===== config.mk =====
export PLATFORM = sky130hd
export DESIGN_NAME = pwsq_top
export DESIGN_NICKNAME = d
export VERILOG_FILES = /design/src/core/pwsq_pkg.sv /design/src/core/pwsq_gate_delay.sv /design/src/core/pwsq_filter.sv /design/src/core/pwsq_top.sv
export SDC_FILE = /design/constraint.sdc
export NUM_CORES = 1
export LEC_CHECK = 0
export ABC_AREA = 1
export BUFFER_PORTS_ARGS = -buffer_cell sky130_fd_sc_hd__clkbuf_2
export CORE_MARGIN = 8
export CORE_UTILIZATION = 63
export CTS_BUF_LIST = sky130_fd_sc_hd__clkbuf_16
export DETAILED_ROUTE_END_ITERATION = 6
export PLACE_DENSITY = 0.95
export SLEW_MARGIN = 20
export SYNTH_ARGS = -nofsm -noshare
export SYNTH_HDL_FRONTEND = slang
export SYNTH_SLANG_ARGS = --single-unit

===== constraint.sdc =====
create_clock -name clk_in -period 2.6 [get_ports clk_in]
set_clock_uncertainty 0.1 [all_clocks]
set_input_delay 0 -clock clk_in [delete_from_list [all_inputs] [get_ports clk_in]]
set_output_delay 0 -clock clk_in [all_outputs]
set_load 0.005 [all_outputs]

===== src/core/pwsq_pkg.sv =====
package pwsq_pkg;
  localparam int unsigned CLK_HZ = 25000000;
  // times in ns
  localparam int unsigned DEGLITCH_NS  = 15000;
  localparam int unsigned SLOW_SHORT_NS = 1500000;
  localparam int unsigned SLOW_LONG_NS  = 10000000;
  localparam int unsigned FAST_ON_NS   = 3000;
  localparam int unsigned FAST_OFF_NS  = 2250;
  localparam int unsigned OV_FILT_NS   = 10000;
  localparam int unsigned CLK_NS       = 1000000000 / CLK_HZ;
  // least times round up, longest times round down
  localparam int unsigned DEGLITCH_CYC = (DEGLITCH_NS + CLK_NS - 1) / CLK_NS;
  localparam int unsigned SLOW_SHORT_CYC = SLOW_SHORT_NS / CLK_NS;
  localparam int unsigned SLOW_LONG_CYC  = SLOW_LONG_NS / CLK_NS;
  localparam int unsigned FAST_ON_CYC  = FAST_ON_NS / CLK_NS;
  localparam int unsigned FAST_OFF_CYC = FAST_OFF_NS / CLK_NS;
  localparam int unsigned OV_FILT_CYC  = (OV_FILT_NS + CLK_NS - 1) / CLK_NS;
  localparam int unsigned CNT_W = 20;
  localparam int unsigned NUM_GD = 4;
  // register byte offsets
  localparam logic [7:0] REG_CTRL   = 8'h00;
  localparam logic [7:0] REG_GDEN   = 8'h04;
  localparam logic [7:0] REG_STATE  = 8'h08;
  localparam logic [7:0] REG_IRQ    = 8'h0C;
  localparam logic [7:0] REG_MASK   = 8'h10;
  // ctrl bits
  localparam int unsigned CTRL_SPEED = 0;
  localparam int unsigned CTRL_USEL  = 1;
  localparam int unsigned CTRL_S1    = 2;
  localparam int unsigned CTRL_S2    = 3;
  localparam logic [3:0] CTRL_RST = 4'h0;
  localparam logic [4:0] MASK_RST = 5'h00;
  // irq bits
  localparam int unsigned IRQ_MRST = 0;
  localparam int unsigned IRQ_RUN  = 1;
  localparam int unsigned IRQ_OFF  = 2;
  localparam int unsigned IRQ_FF   = 3;
  localparam int unsigned IRQ_GD   = 4;
  localparam int unsigned IRQ_W    = 5;
  typedef enum logic [2:0] {
    ST_OFF   = 3'b000,
    ST_PRE   = 3'b001,
    ST_UC    = 3'b010,
    ST_GEN   = 3'b011,
    ST_RUN   = 3'b100,
    ST_DGL   = 3'b101,
    ST_SHDN  = 3'b110,
    ST_PREDN = 3'b111
  } pwsq_state_t;
endpackage


===== src/core/pwsq_gate_delay.sv =====
`timescale 1ns/1ps
`default_nettype none
// one gate driver: applies a written command after a timed delay
module pwsq_gate_delay
  import pwsq_pkg::*;
(
  // clock and reset
  input  wire logic             clk_in,
  input  wire logic             rst_in,
  // command
  input  wire logic             load_in,
  input  wire logic             cmd_in,
  input  wire logic [CNT_W-1:0] dly_in,
  input  wire logic             allow_in,
  // gate
  output logic                  gate_out,
  output logic                  done_out
);
  logic             pend_q, pend_d;
  logic             cmd_q, cmd_d;
  logic             gate_q, gate_d;
  logic             done_d;
  logic [CNT_W-1:0] cnt_q, cnt_d;

  always_comb begin
    pend_d = pend_q;
    cmd_d  = cmd_q;
    gate_d = gate_q;
    cnt_d  = cnt_q;
    done_d = 1'b0;
    if (load_in) begin
      pend_d = 1'b1;
      cmd_d  = cmd_in;
      cnt_d  = dly_in;
    end else if (pend_q) begin
      if (cnt_q <= CNT_W'(1)) begin
        pend_d = 1'b0;
        gate_d = cmd_q;
        done_d = 1'b1;
      end else begin
        cnt_d = cnt_q - CNT_W'(1);
      end
    end
    if (!allow_in) begin
      gate_d = 1'b0;
    end
  end

  always_ff @(posedge clk_in) begin
    if (rst_in) begin
      pend_q <= 1'b0;
      cmd_q  <= 1'b0;
      gate_q <= 1'b0;
      cnt_q  <= '0;
    end else begin
      pend_q <= pend_d;
      cmd_q  <= cmd_d;
      gate_q <= gate_d;
      cnt_q  <= cnt_d;
    end
  end

  // master reset or lost permission drops the gate at once
  assign gate_out = gate_q && allow_in;
  assign done_out = done_d;

  // delay ends exactly at the expiry
  a_gate_follow: assert property (@(posedge clk_in) disable iff (rst_in)
    done_d && allow_in |=> gate_q == $past(cmd_q)) else $error("gate missed command");
endmodule
`default_nettype wire


===== src/core/pwsq_filter.sv =====
`timescale 1ns/1ps
`default_nettype none
// holds a condition until it persists for a set count
module pwsq_filter
  import pwsq_pkg::*;
#(
  parameter int unsigned COUNT = 1
)(
  // clock and reset
  input  wire logic clk_in,
  input  wire logic rst_in,
  // condition
  input  wire logic raw_in,
  output logic      hit_out
);
  logic [CNT_W-1:0] cnt_q, cnt_d;
  logic             hit_q, hit_d;

  always_comb begin
    cnt_d = cnt_q;
    hit_d = 1'b0;
    if (!raw_in) begin
      cnt_d = '0;
    end else if (cnt_q >= CNT_W'(COUNT)) begin
      hit_d = 1'b1;
    end else begin
      cnt_d = cnt_q + CNT_W'(1);
    end
  end

  always_ff @(posedge clk_in) begin
    if (rst_in) begin
      cnt_q <= '0;
      hit_q <= 1'b0;
    end else begin
      cnt_q <= cnt_d;
      hit_q <= hit_d;
    end
  end

  assign hit_out = hit_q;
endmodule
`default_nettype wire


===== src/core/pwsq_top.sv =====
// What this block does
// - Either enable input high forms the run request.
// - Any supply, bandgap, thermal, diode or current-limit fault asserts master reset, all off.
// - Startup turns on pre-regulator, then micro rail, then 5 V rail; host reset rises on micro good.
// - Sensor rails and gate drivers follow requests only after the 5 V rail is good.
// - Both enables low: 15 us deglitch, drop host reset, rails off in reverse order.
// - Host reset goes low as the deglitch ends, on entry to shutdown, in the same cycle as the 5 V rail turns off.
// - A missing catch diode latches master reset until an enable or supply cycle.
// - Switch-node overcurrent latches master reset until an enable or supply cycle.
// - Persistent charge-pump overvoltage drives fault flag low, unlatched, rails stay on.
// - Slow setting: battery isolator gate switches 1.5 ms after its command.
// - Slow setting: phase U switches 1.5 ms with select 1, 10 ms with select 0.
// - Slow setting: phases V and W switch 10 ms after command.
// - Fast setting: gates switch within 3 us on and 2.25 us off.
`timescale 1ns/1ps
`default_nettype none
module pwsq_top
  import pwsq_pkg::*;
(
  // clock and reset (rst_in is the supply power-up reset)
  input  wire logic        clk_in,
  input  wire logic        rst_in,
  // enables
  input  wire logic        logic_enable_input_in,
  input  wire logic        ignition_enable_input_in,
  // fault detectors
  input  wire logic        core_supply_undervoltage_in,
  input  wire logic        charge_pump_undervoltage_in,
  input  wire logic        first_bandgap_undervoltage_in,
  input  wire logic        second_bandgap_undervoltage_in,
  input  wire logic        thermal_shutdown_flag_in,
  input  wire logic        catch_diode_missing_in,
  input  wire logic        switch_node_overcurrent_in,
  input  wire logic        first_charge_pump_overvoltage_in,
  // rail undervoltage flags
  input  wire logic        pre_regulator_uv_in,
  input  wire logic        micro_rail_uv_in,
  input  wire logic        general_5v_rail_uv_in,
  input  wire logic        sensor_rails_uv_in,
  // rail enables
  output logic             pre_regulator_output_en_out,
  output logic             micro_rail_en_out,
  output logic             general_5v_rail_en_out,
  output logic             sensor_rail_one_en_out,
  output logic             sensor_rail_two_en_out,
  // gate drivers: isolator, u, v, w
  output logic             battery_isolator_gate_out,
  output logic             phase_u_gate_out,
  output logic             phase_v_gate_out,
  output logic             phase_w_gate_out,
  // status pins
  output logic             master_internal_reset_out,
  output logic             host_reset_output_out,
  output logic             fault_flag_output_n_out,
  output logic             irq_out,
  // axi4-lite
  input  wire logic [7:0]  s_axi_awaddr,
  input  wire logic        s_axi_awvalid,
  output logic             s_axi_awready,
  input  wire logic [31:0] s_axi_wdata,
  input  wire logic [3:0]  s_axi_wstrb,
  input  wire logic        s_axi_wvalid,
  output logic             s_axi_wready,
  output logic [1:0]       s_axi_bresp,
  output logic             s_axi_bvalid,
  input  wire logic        s_axi_bready,
  input  wire logic [7:0]  s_axi_araddr,
  input  wire logic        s_axi_arvalid,
  output logic             s_axi_arready,
  output logic [31:0]      s_axi_rdata,
  output logic [1:0]       s_axi_rresp,
  output logic             s_axi_rvalid,
  input  wire logic        s_axi_rready
);
  pwsq_state_t        st_q, st_d;
  logic [CNT_W-1:0]   dg_q, dg_d;
  logic               latch_q, latch_d;
  logic               hrst_q, hrst_d;
  logic               run_q, run_d;
  logic [3:0]         ctrl_q, ctrl_d;
  logic [3:0]         gden_q, gden_d;
  logic [IRQ_W-1:0]   irq_q, irq_d, mask_q, mask_d, ev;
  logic               aw_q, aw_d, w_q, w_d, bv_q, bv_d, rv_q, rv_d;
  logic [7:0]         awa_q, awa_d;
  logic [31:0]        wd_q, wd_d, rd_q, rd_d;
  logic [1:0]         br_q, br_d, rr_q, rr_d;
  logic               run_req, mrst, allow, ov_hit, wr_fire, rd_fire, gd_load;
  logic [NUM_GD-1:0]  gates, gdone;
  logic [CNT_W-1:0]   dly [NUM_GD];

  assign run_req = logic_enable_input_in | ignition_enable_input_in;
  assign mrst = core_supply_undervoltage_in | charge_pump_undervoltage_in |
                first_bandgap_undervoltage_in | second_bandgap_undervoltage_in |
                thermal_shutdown_flag_in | latch_q;

  pwsq_filter #(.COUNT(OV_FILT_CYC)) u_ovf (
    .clk_in  (clk_in),
    .rst_in  (rst_in),
    .raw_in  (first_charge_pump_overvoltage_in),
    .hit_out (ov_hit)
  );

  // sequencer
  always_comb begin
    st_d    = st_q;
    dg_d    = '0;
    hrst_d  = hrst_q;
    latch_d = latch_q;
    if (catch_diode_missing_in | switch_node_overcurrent_in) begin
      latch_d = 1'b1;
    end else if (!run_req) begin
      latch_d = 1'b0;
    end
    unique case (st_q)
      ST_OFF:   if (run_req) st_d = ST_PRE;
      ST_PRE:   if (!pre_regulator_uv_in) st_d = ST_UC;
      ST_UC:    if (!micro_rail_uv_in) begin
        st_d   = ST_GEN;
        hrst_d = 1'b1;
      end
      ST_GEN:   if (!general_5v_rail_uv_in) st_d = ST_RUN;
      ST_RUN:   if (!run_req) st_d = ST_DGL;
      ST_DGL: begin
        if (run_req) begin
          st_d = ST_RUN;
        end else if (dg_q >= CNT_W'(DEGLITCH_CYC - 1)) begin
          st_d   = ST_SHDN;
          hrst_d = 1'b0;
        end else begin
          dg_d = dg_q + CNT_W'(1);
        end
      end
      ST_SHDN: begin
        if (micro_rail_uv_in) hrst_d = 1'b0;
        if (general_5v_rail_uv_in) st_d = ST_PREDN;
      end
      ST_PREDN: if (micro_rail_uv_in) st_d = ST_OFF;
    endcase
    if (mrst) begin
      st_d   = ST_OFF;
      hrst_d = 1'b0;
    end
  end

  always_ff @(posedge clk_in) begin
    if (rst_in) begin
      st_q    <= ST_OFF;
      dg_q    <= '0;
      hrst_q  <= 1'b0;
      latch_q <= 1'b0;
    end else begin
      st_q    <= st_d;
      dg_q    <= dg_d;
      hrst_q  <= hrst_d;
      latch_q <= latch_d;
    end
  end

  assign allow = (st_q == ST_RUN || st_q == ST_DGL || st_q == ST_SHDN) && !mrst;
  assign run_d = st_q == ST_RUN && !sensor_rails_uv_in;
  assign pre_regulator_output_en_out = st_q != ST_OFF && !mrst;
  assign micro_rail_en_out = (st_q != ST_OFF && st_q != ST_PRE && st_q != ST_PREDN) && !mrst;
  assign general_5v_rail_en_out = (st_q == ST_GEN || st_q == ST_RUN || st_q == ST_DGL) && !mrst;
  assign sensor_rail_one_en_out = allow && st_q != ST_SHDN && ctrl_q[CTRL_S1];
  assign sensor_rail_two_en_out = allow && st_q != ST_SHDN && ctrl_q[CTRL_S2];
  assign master_internal_reset_out = mrst;
  assign host_reset_output_out = hrst_q;
  assign fault_flag_output_n_out = !ov_hit;

  // gate drivers
  // delay select
  always_comb begin
    for (int i = 0; i < NUM_GD; i++) begin
      if (ctrl_q[CTRL_SPEED]) begin
        dly[i] = gden_d[i] ? CNT_W'(FAST_ON_CYC) : CNT_W'(FAST_OFF_CYC);
      end else if (i == 0 || (i == 1 && ctrl_q[CTRL_USEL])) begin
        dly[i] = CNT_W'(SLOW_SHORT_CYC);
      end else begin
        dly[i] = CNT_W'(SLOW_LONG_CYC);
      end
    end
  end

  genvar g;
  generate
    for (g = 0; g < NUM_GD; g++) begin : gen_gd
      pwsq_gate_delay u_gd (
        .clk_in   (clk_in),
        .rst_in   (rst_in),
        .load_in  (gd_load && gden_d[g] != gden_q[g]),
        .cmd_in   (gden_d[g]),
        .dly_in   (dly[g]),
        .allow_in (allow),
        .gate_out (gates[g]),
        .done_out (gdone[g])
      );
    end
  endgenerate
  assign battery_isolator_gate_out = gates[0];
  assign phase_u_gate_out = gates[1];
  assign phase_v_gate_out = gates[2];
  assign phase_w_gate_out = gates[3];

  // axi4-lite slave
  assign wr_fire = aw_q && w_q && !bv_q;
  assign rd_fire = s_axi_arvalid && !rv_q;
  assign gd_load = wr_fire && awa_q == REG_GDEN;
  assign ev = {|gdone, ov_hit, st_d == ST_OFF && st_q != ST_OFF,
               run_d && !run_q, mrst};

  always_comb begin
    aw_d = aw_q; w_d = w_q; awa_d = awa_q; wd_d = wd_q;
    bv_d = bv_q; br_d = br_q; rv_d = rv_q; rr_d = rr_q; rd_d = rd_q;
    ctrl_d = ctrl_q; gden_d = gden_q; mask_d = mask_q;
    irq_d = irq_q;
    if (s_axi_awvalid && !aw_q) begin aw_d = 1'b1; awa_d = s_axi_awaddr; end
    if (s_axi_wvalid && !w_q) begin w_d = 1'b1; wd_d = s_axi_wdata; end
    if (wr_fire) begin
      aw_d = 1'b0; w_d = 1'b0; bv_d = 1'b1; br_d = 2'b00;
      unique case (awa_q)
        REG_CTRL: ctrl_d = wd_q[3:0];
        REG_GDEN: gden_d = wd_q[3:0];
        REG_MASK: mask_d = wd_q[IRQ_W-1:0];
        REG_STATE, REG_IRQ: ;
        default:  br_d = 2'b10;
      endcase
    end
    if (bv_q && s_axi_bready) bv_d = 1'b0;
    if (rv_q && s_axi_rready) rv_d = 1'b0;
    if (rd_fire) begin
      rv_d = 1'b1; rr_d = 2'b00; rd_d = 32'h0000_0000;
      unique case (s_axi_araddr)
        REG_CTRL:  rd_d[3:0] = ctrl_q;
        REG_GDEN:  rd_d[3:0] = gden_q;
        REG_STATE: rd_d[7:0] = {ov_hit, latch_q, hrst_q, run_q, 1'b0, st_q};
        REG_IRQ: begin
          rd_d[IRQ_W-1:0] = irq_q;
          irq_d = '0;
        end
        REG_MASK:  rd_d[IRQ_W-1:0] = mask_q;
        default:   rr_d = 2'b10;
      endcase
    end
    // set wins over read clear
    irq_d = irq_d | ev;
  end

  always_ff @(posedge clk_in) begin
    if (rst_in) begin
      aw_q <= 1'b0; w_q <= 1'b0; awa_q <= 8'h00; wd_q <= 32'h0000_0000;
      bv_q <= 1'b0; br_q <= 2'b00; rv_q <= 1'b0; rr_q <= 2'b00;
      rd_q <= 32'h0000_0000; ctrl_q <= CTRL_RST; gden_q <= 4'h0;
      mask_q <= MASK_RST; irq_q <= '0; run_q <= 1'b0;
    end else begin
      aw_q <= aw_d; w_q <= w_d; awa_q <= awa_d; wd_q <= wd_d;
      bv_q <= bv_d; br_q <= br_d; rv_q <= rv_d; rr_q <= rr_d;
      rd_q <= rd_d; ctrl_q <= ctrl_d; gden_q <= gden_d;
      mask_q <= mask_d; irq_q <= irq_d; run_q <= run_d;
    end
  end

  assign s_axi_awready = !aw_q;
  assign s_axi_wready  = !w_q;
  assign s_axi_bvalid  = bv_q;
  assign s_axi_bresp   = br_q;
  assign s_axi_arready = !rv_q;
  assign s_axi_rvalid  = rv_q;
  assign s_axi_rdata   = rd_q;
  assign s_axi_rresp   = rr_q;
  assign irq_out = |(irq_q & mask_q);

  // assertions
  a_mrst_off: assert property (@(posedge clk_in) disable iff (rst_in)
    mrst |-> !micro_rail_en_out && !battery_isolator_gate_out) else $error("rails on in reset");
  a_or_start: assert property (@(posedge clk_in) disable iff (rst_in)
    st_q == ST_OFF && run_req && !mrst |=> st_q == ST_PRE) else $error("no start");
  a_hrst_up: assert property (@(posedge clk_in) disable iff (rst_in)
    st_q == ST_UC && !micro_rail_uv_in && !mrst |=> hrst_q) else $error("host reset stuck");
  a_gate_allow: assert property (@(posedge clk_in) disable iff (rst_in)
    !allow |=> !phase_v_gate_out) else $error("gate before 5 V");
  a_deglitch: assert property (@(posedge clk_in) disable iff (rst_in)
    st_q == ST_RUN ##1 (st_q == ST_DGL && !run_req && !mrst)[*8] |-> hrst_q) else $error("early drop");
  a_hrst_shdn: assert property (@(posedge clk_in) disable iff (rst_in)
    st_q == ST_SHDN |-> !hrst_q) else $error("host reset high in shutdown");
  a_latch_hold: assert property (@(posedge clk_in) disable iff (rst_in)
    latch_q && run_req |=> latch_q) else $error("latch lost");
  a_latch_set: assert property (@(posedge clk_in) disable iff (rst_in)
    switch_node_overcurrent_in |=> master_internal_reset_out) else $error("no latch");
  a_flag_low: assert property (@(posedge clk_in) disable iff (rst_in)
    (!first_charge_pump_overvoltage_in |=> fault_flag_output_n_out) and
    (ov_hit |-> !fault_flag_output_n_out && !$fell(pre_regulator_output_en_out && !mrst)))
    else $error("flag");
  c_run: cover property (@(posedge clk_in) st_q == ST_RUN);
  c_shdn: cover property (@(posedge clk_in) st_q == ST_PREDN ##1 st_q == ST_OFF);
  c_latch: cover property (@(posedge clk_in) latch_q);
endmodule
`default_nettype wire


==> metrics.cfg <==
[cells_and_area]
final_nets = 1624
drive_above_1_share = 0.0979
areaGrowthSynthToFinish_pct = 16.0
diodes = 0

[cts]
cts-buffers-inserted = 17
clk_transition_reported_paths_ns = 0.07
cts_tree = done
cts_resized = 0
ctsHoldBuffers = 52
root_buffer = clkbuf_16
clock-sinks = 184
clkLatencyLatePin_ns = 0.44
clockBufferDepth = 2
cts_setup_buffers = 0
htree_levels = 4

[placed_design]
dp_hpwl_microns = 17200
gp_congestion = 0.953
portBuffers = 69
dpl_worst_slack_ns = 0.499

[route]
antenna_left = 0
drt_iter0_drc = 1430
via_per_inst = 5.91
drt_wl_total_microns = 28400
drc = 5
dr.pass1.iters = 7
routedWlPerCell_microns = 16.3
dr_total_vias = 10286

[yosys]
ys_seq_area_frac = 0.385
synth_top_area_frac = 0.385
ys_types = 49
yosys_register_bits = 184
synth_area_leaders = dfxtp_1, nand2_1, nor2_1
synth_warnings = 0
syn_avg_cell_area_sq_um = 6.78
syn_area_sq_um = 9560
netlist_instances = 1409
synth_area_leader_cell = dfxtp_1

[global_routing]
grt_max_degree = 47
track_usage = 0.290
grt_pass1_vias = 10253
grt_pass1_wl_microns = 47000
antenna_found_initial = 0
grt_overflow = 0

[run_status]
violations = DRC
status = complete, but fails checks

[floorplanning]
io-pin-count = 127
initial_utilization = 0.636
floorplan.rows = 45
die_w_microns = 139
dieArea_sq_um = 19400
core_sq_um = 15000
dieHeight_microns = 139

[power]
p_total_mw = 5.84
worst_ir_drop_vdd_uv = 581
p_per_area_nw_per_um2 = 527
leakagePower_nw = 5.15

[setup_path]
end_kind = flop
cp_max_fo = 5
start_kind = flop
critPathKind = flop to flop
crit_arrival_ns = 2.79
required_ns = 2.87

[sta]
setup_tns_ns = 0
rsz0062_at_grt = false
setup_viol = 0
hold_viol_final = 0
max_freq_mhz = 398
finalWorstPathRequiredPeriod_ns = 2.51
setup_ws_ns = 0.0864
whs_ns = 0.0812
tightest_slew_ns = 0.774
report.final.slew_viol_count = 0
timing.slew.headroom = 0.479
post-route-period-util = 0.967

[min_path]
hold_class = input pin to flop

[flow_run]
maxCapViolCount = 0

[cells by family (layout without fill, tap and decap cells)]
| kind of cell | after synthesis | count (layout) | synth area share |
|---|---|---|---|
| other | 1 | 37 | 0.000392 |
| DFF | 184 | 184 | 0.385 |
| AOI/OAI and AO/OA | 230 | 230 | 0.130 |
| xor gates and xnor gates | 40 | 40 | 0.0366 |
| buffers and inverters | 244 | 351 | 0.110 |
| adders and majority gates | 12 | 12 | 0.0157 |
| and+or+nand+nor | 698 | 698 | 0.321 |
[cell usage after synthesis, drive strengths merged]
library cell and n:
nand2 272, nor2 242, inv 191, dfxtp 184
o21ai 102, nand3 101, a21oi 91, buf 38
nor3 30, xor2 27, nand4 26, clkbuf 14
xnor2 13, ha 12, nand3b 11, or2 8
a211oi 5, nor4 5, a31oi 4, o211ai 4
o21a 4, o22ai 4, a22oi 3, a41oi 3
o2111ai 3, a2bb2oi 2, nor3b 2, o21bai 2
a21boi 1, clkinv 1, conb 1, o221ai 1
o31ai 1, or3 1
[worst max-delay path, stage by stage, from the launching register on]
cell	delay [ns]
dfxtp_1	0.34
nor3_2	0.46
dlygate4sd3_1	0.73
nand3_1	0.14
dlygate4sd3_1	0.58
nor2_1	0.10
[state kept, by name, summed over array words and instances, names as in the netlist, 3 cells and up]
signal	cells
gen_gd.u_gd.pend_q	4
gen_gd.u_gd.cmd_q	4
wd_q	5
gen_gd.u_gd.gate_q	4
irq_q	5
awa_q	8
s_axi_rdata	8
gden_q	4
u_ovf.cnt_q	20
dg_q	20
gen_gd.u_gd.cnt_q	80
mask_q	5
ctrl_q	4
st_q	3
[per-stage QoR]
step                std cells   util  instance area (sq um)
finish                   1740  0.738                  11100
floorplan                1445      -                   9690
global placement         1656  0.665                  10000
global route             1740  0.738                  11100
detailed placement       1656  0.665                  10000
CTS                      1740  0.738                  11100
[cells in the final DEF, fill, tap and decap left out, types with 3 or more instances in the layout]
cell type      instances
clkbuf_16             17
inv_1                180
nand2_1              262
clkinv_2               3
dfxtp_1              184
a41oi_1                3
xnor2_1               13
a21oi_1               91
inv_6                  6
inv_2                 11
clkinv_4               3
o22ai_1                4
clkbuf_2              69
a22oi_1                3
nand2_2                7
nor2_1               234
nor2_4                 3
o21a_1                 4
nand3_1               98
nor4_1                 3
a211oi_1               5
o21ai_0               98
conb_1                37
nand2_4                3
buf_4                  5
or2_2                  8
o2111ai_1              3
nand3b_1              11
dlygate4sd3_1         52
ha_1                  12
nor3_1                28
o21ai_1                4
xor2_1                27
nand4_1               25
o211ai_1               4
a31oi_1                4
nor2_2                 4
[layout make-up]
cell class              instances  area [sq um]
clock inverters                15           141
well taps                     188           235
inverters                     192           722
fillers                       982          3950
flip-flops and latches        184          3680
clock buffers                  17           425
repair buffers                127           923
multi-input cells            1017          4960
[routing by layer]
layer	wire length, microns	vias to the layer above	global-route usage	share of wire
met5	0	-	0	0
met4	1560	0	0.189	0.055
met3	2620	172	0.0730	0.092
met2	13800	680	0.503	0.49
met1	10400	4692	0.309	0.37
li1	-	4742	-	-
[report_power, final]
part | internal [mW] | leakage, nW | total [mW] | switching [mW]
combinational | 0.154 | 3.37 | 0.395 | 0.241
sequential | 2.86 | 1.49 | 2.91 | 0.0418
clock | 1.34 | 0.279 | 2.54 | 1.20
[final timing paths]
kind,endpoint,startpoint,cells after the start,slack [ns]
setup / recovery,st_q[2],latch_q,5,0.09
hold / removal,u_ovf.cnt_q[17],first_charge_pump_overvoltage_in,3,0.08
setup reg to reg,st_q[2],latch_q,5,0.09
hold reg to reg,u_ovf.cnt_q[18],u_ovf.cnt_q[18],2,0.34
No activity file was read; power rests on OpenSTA's default activity.
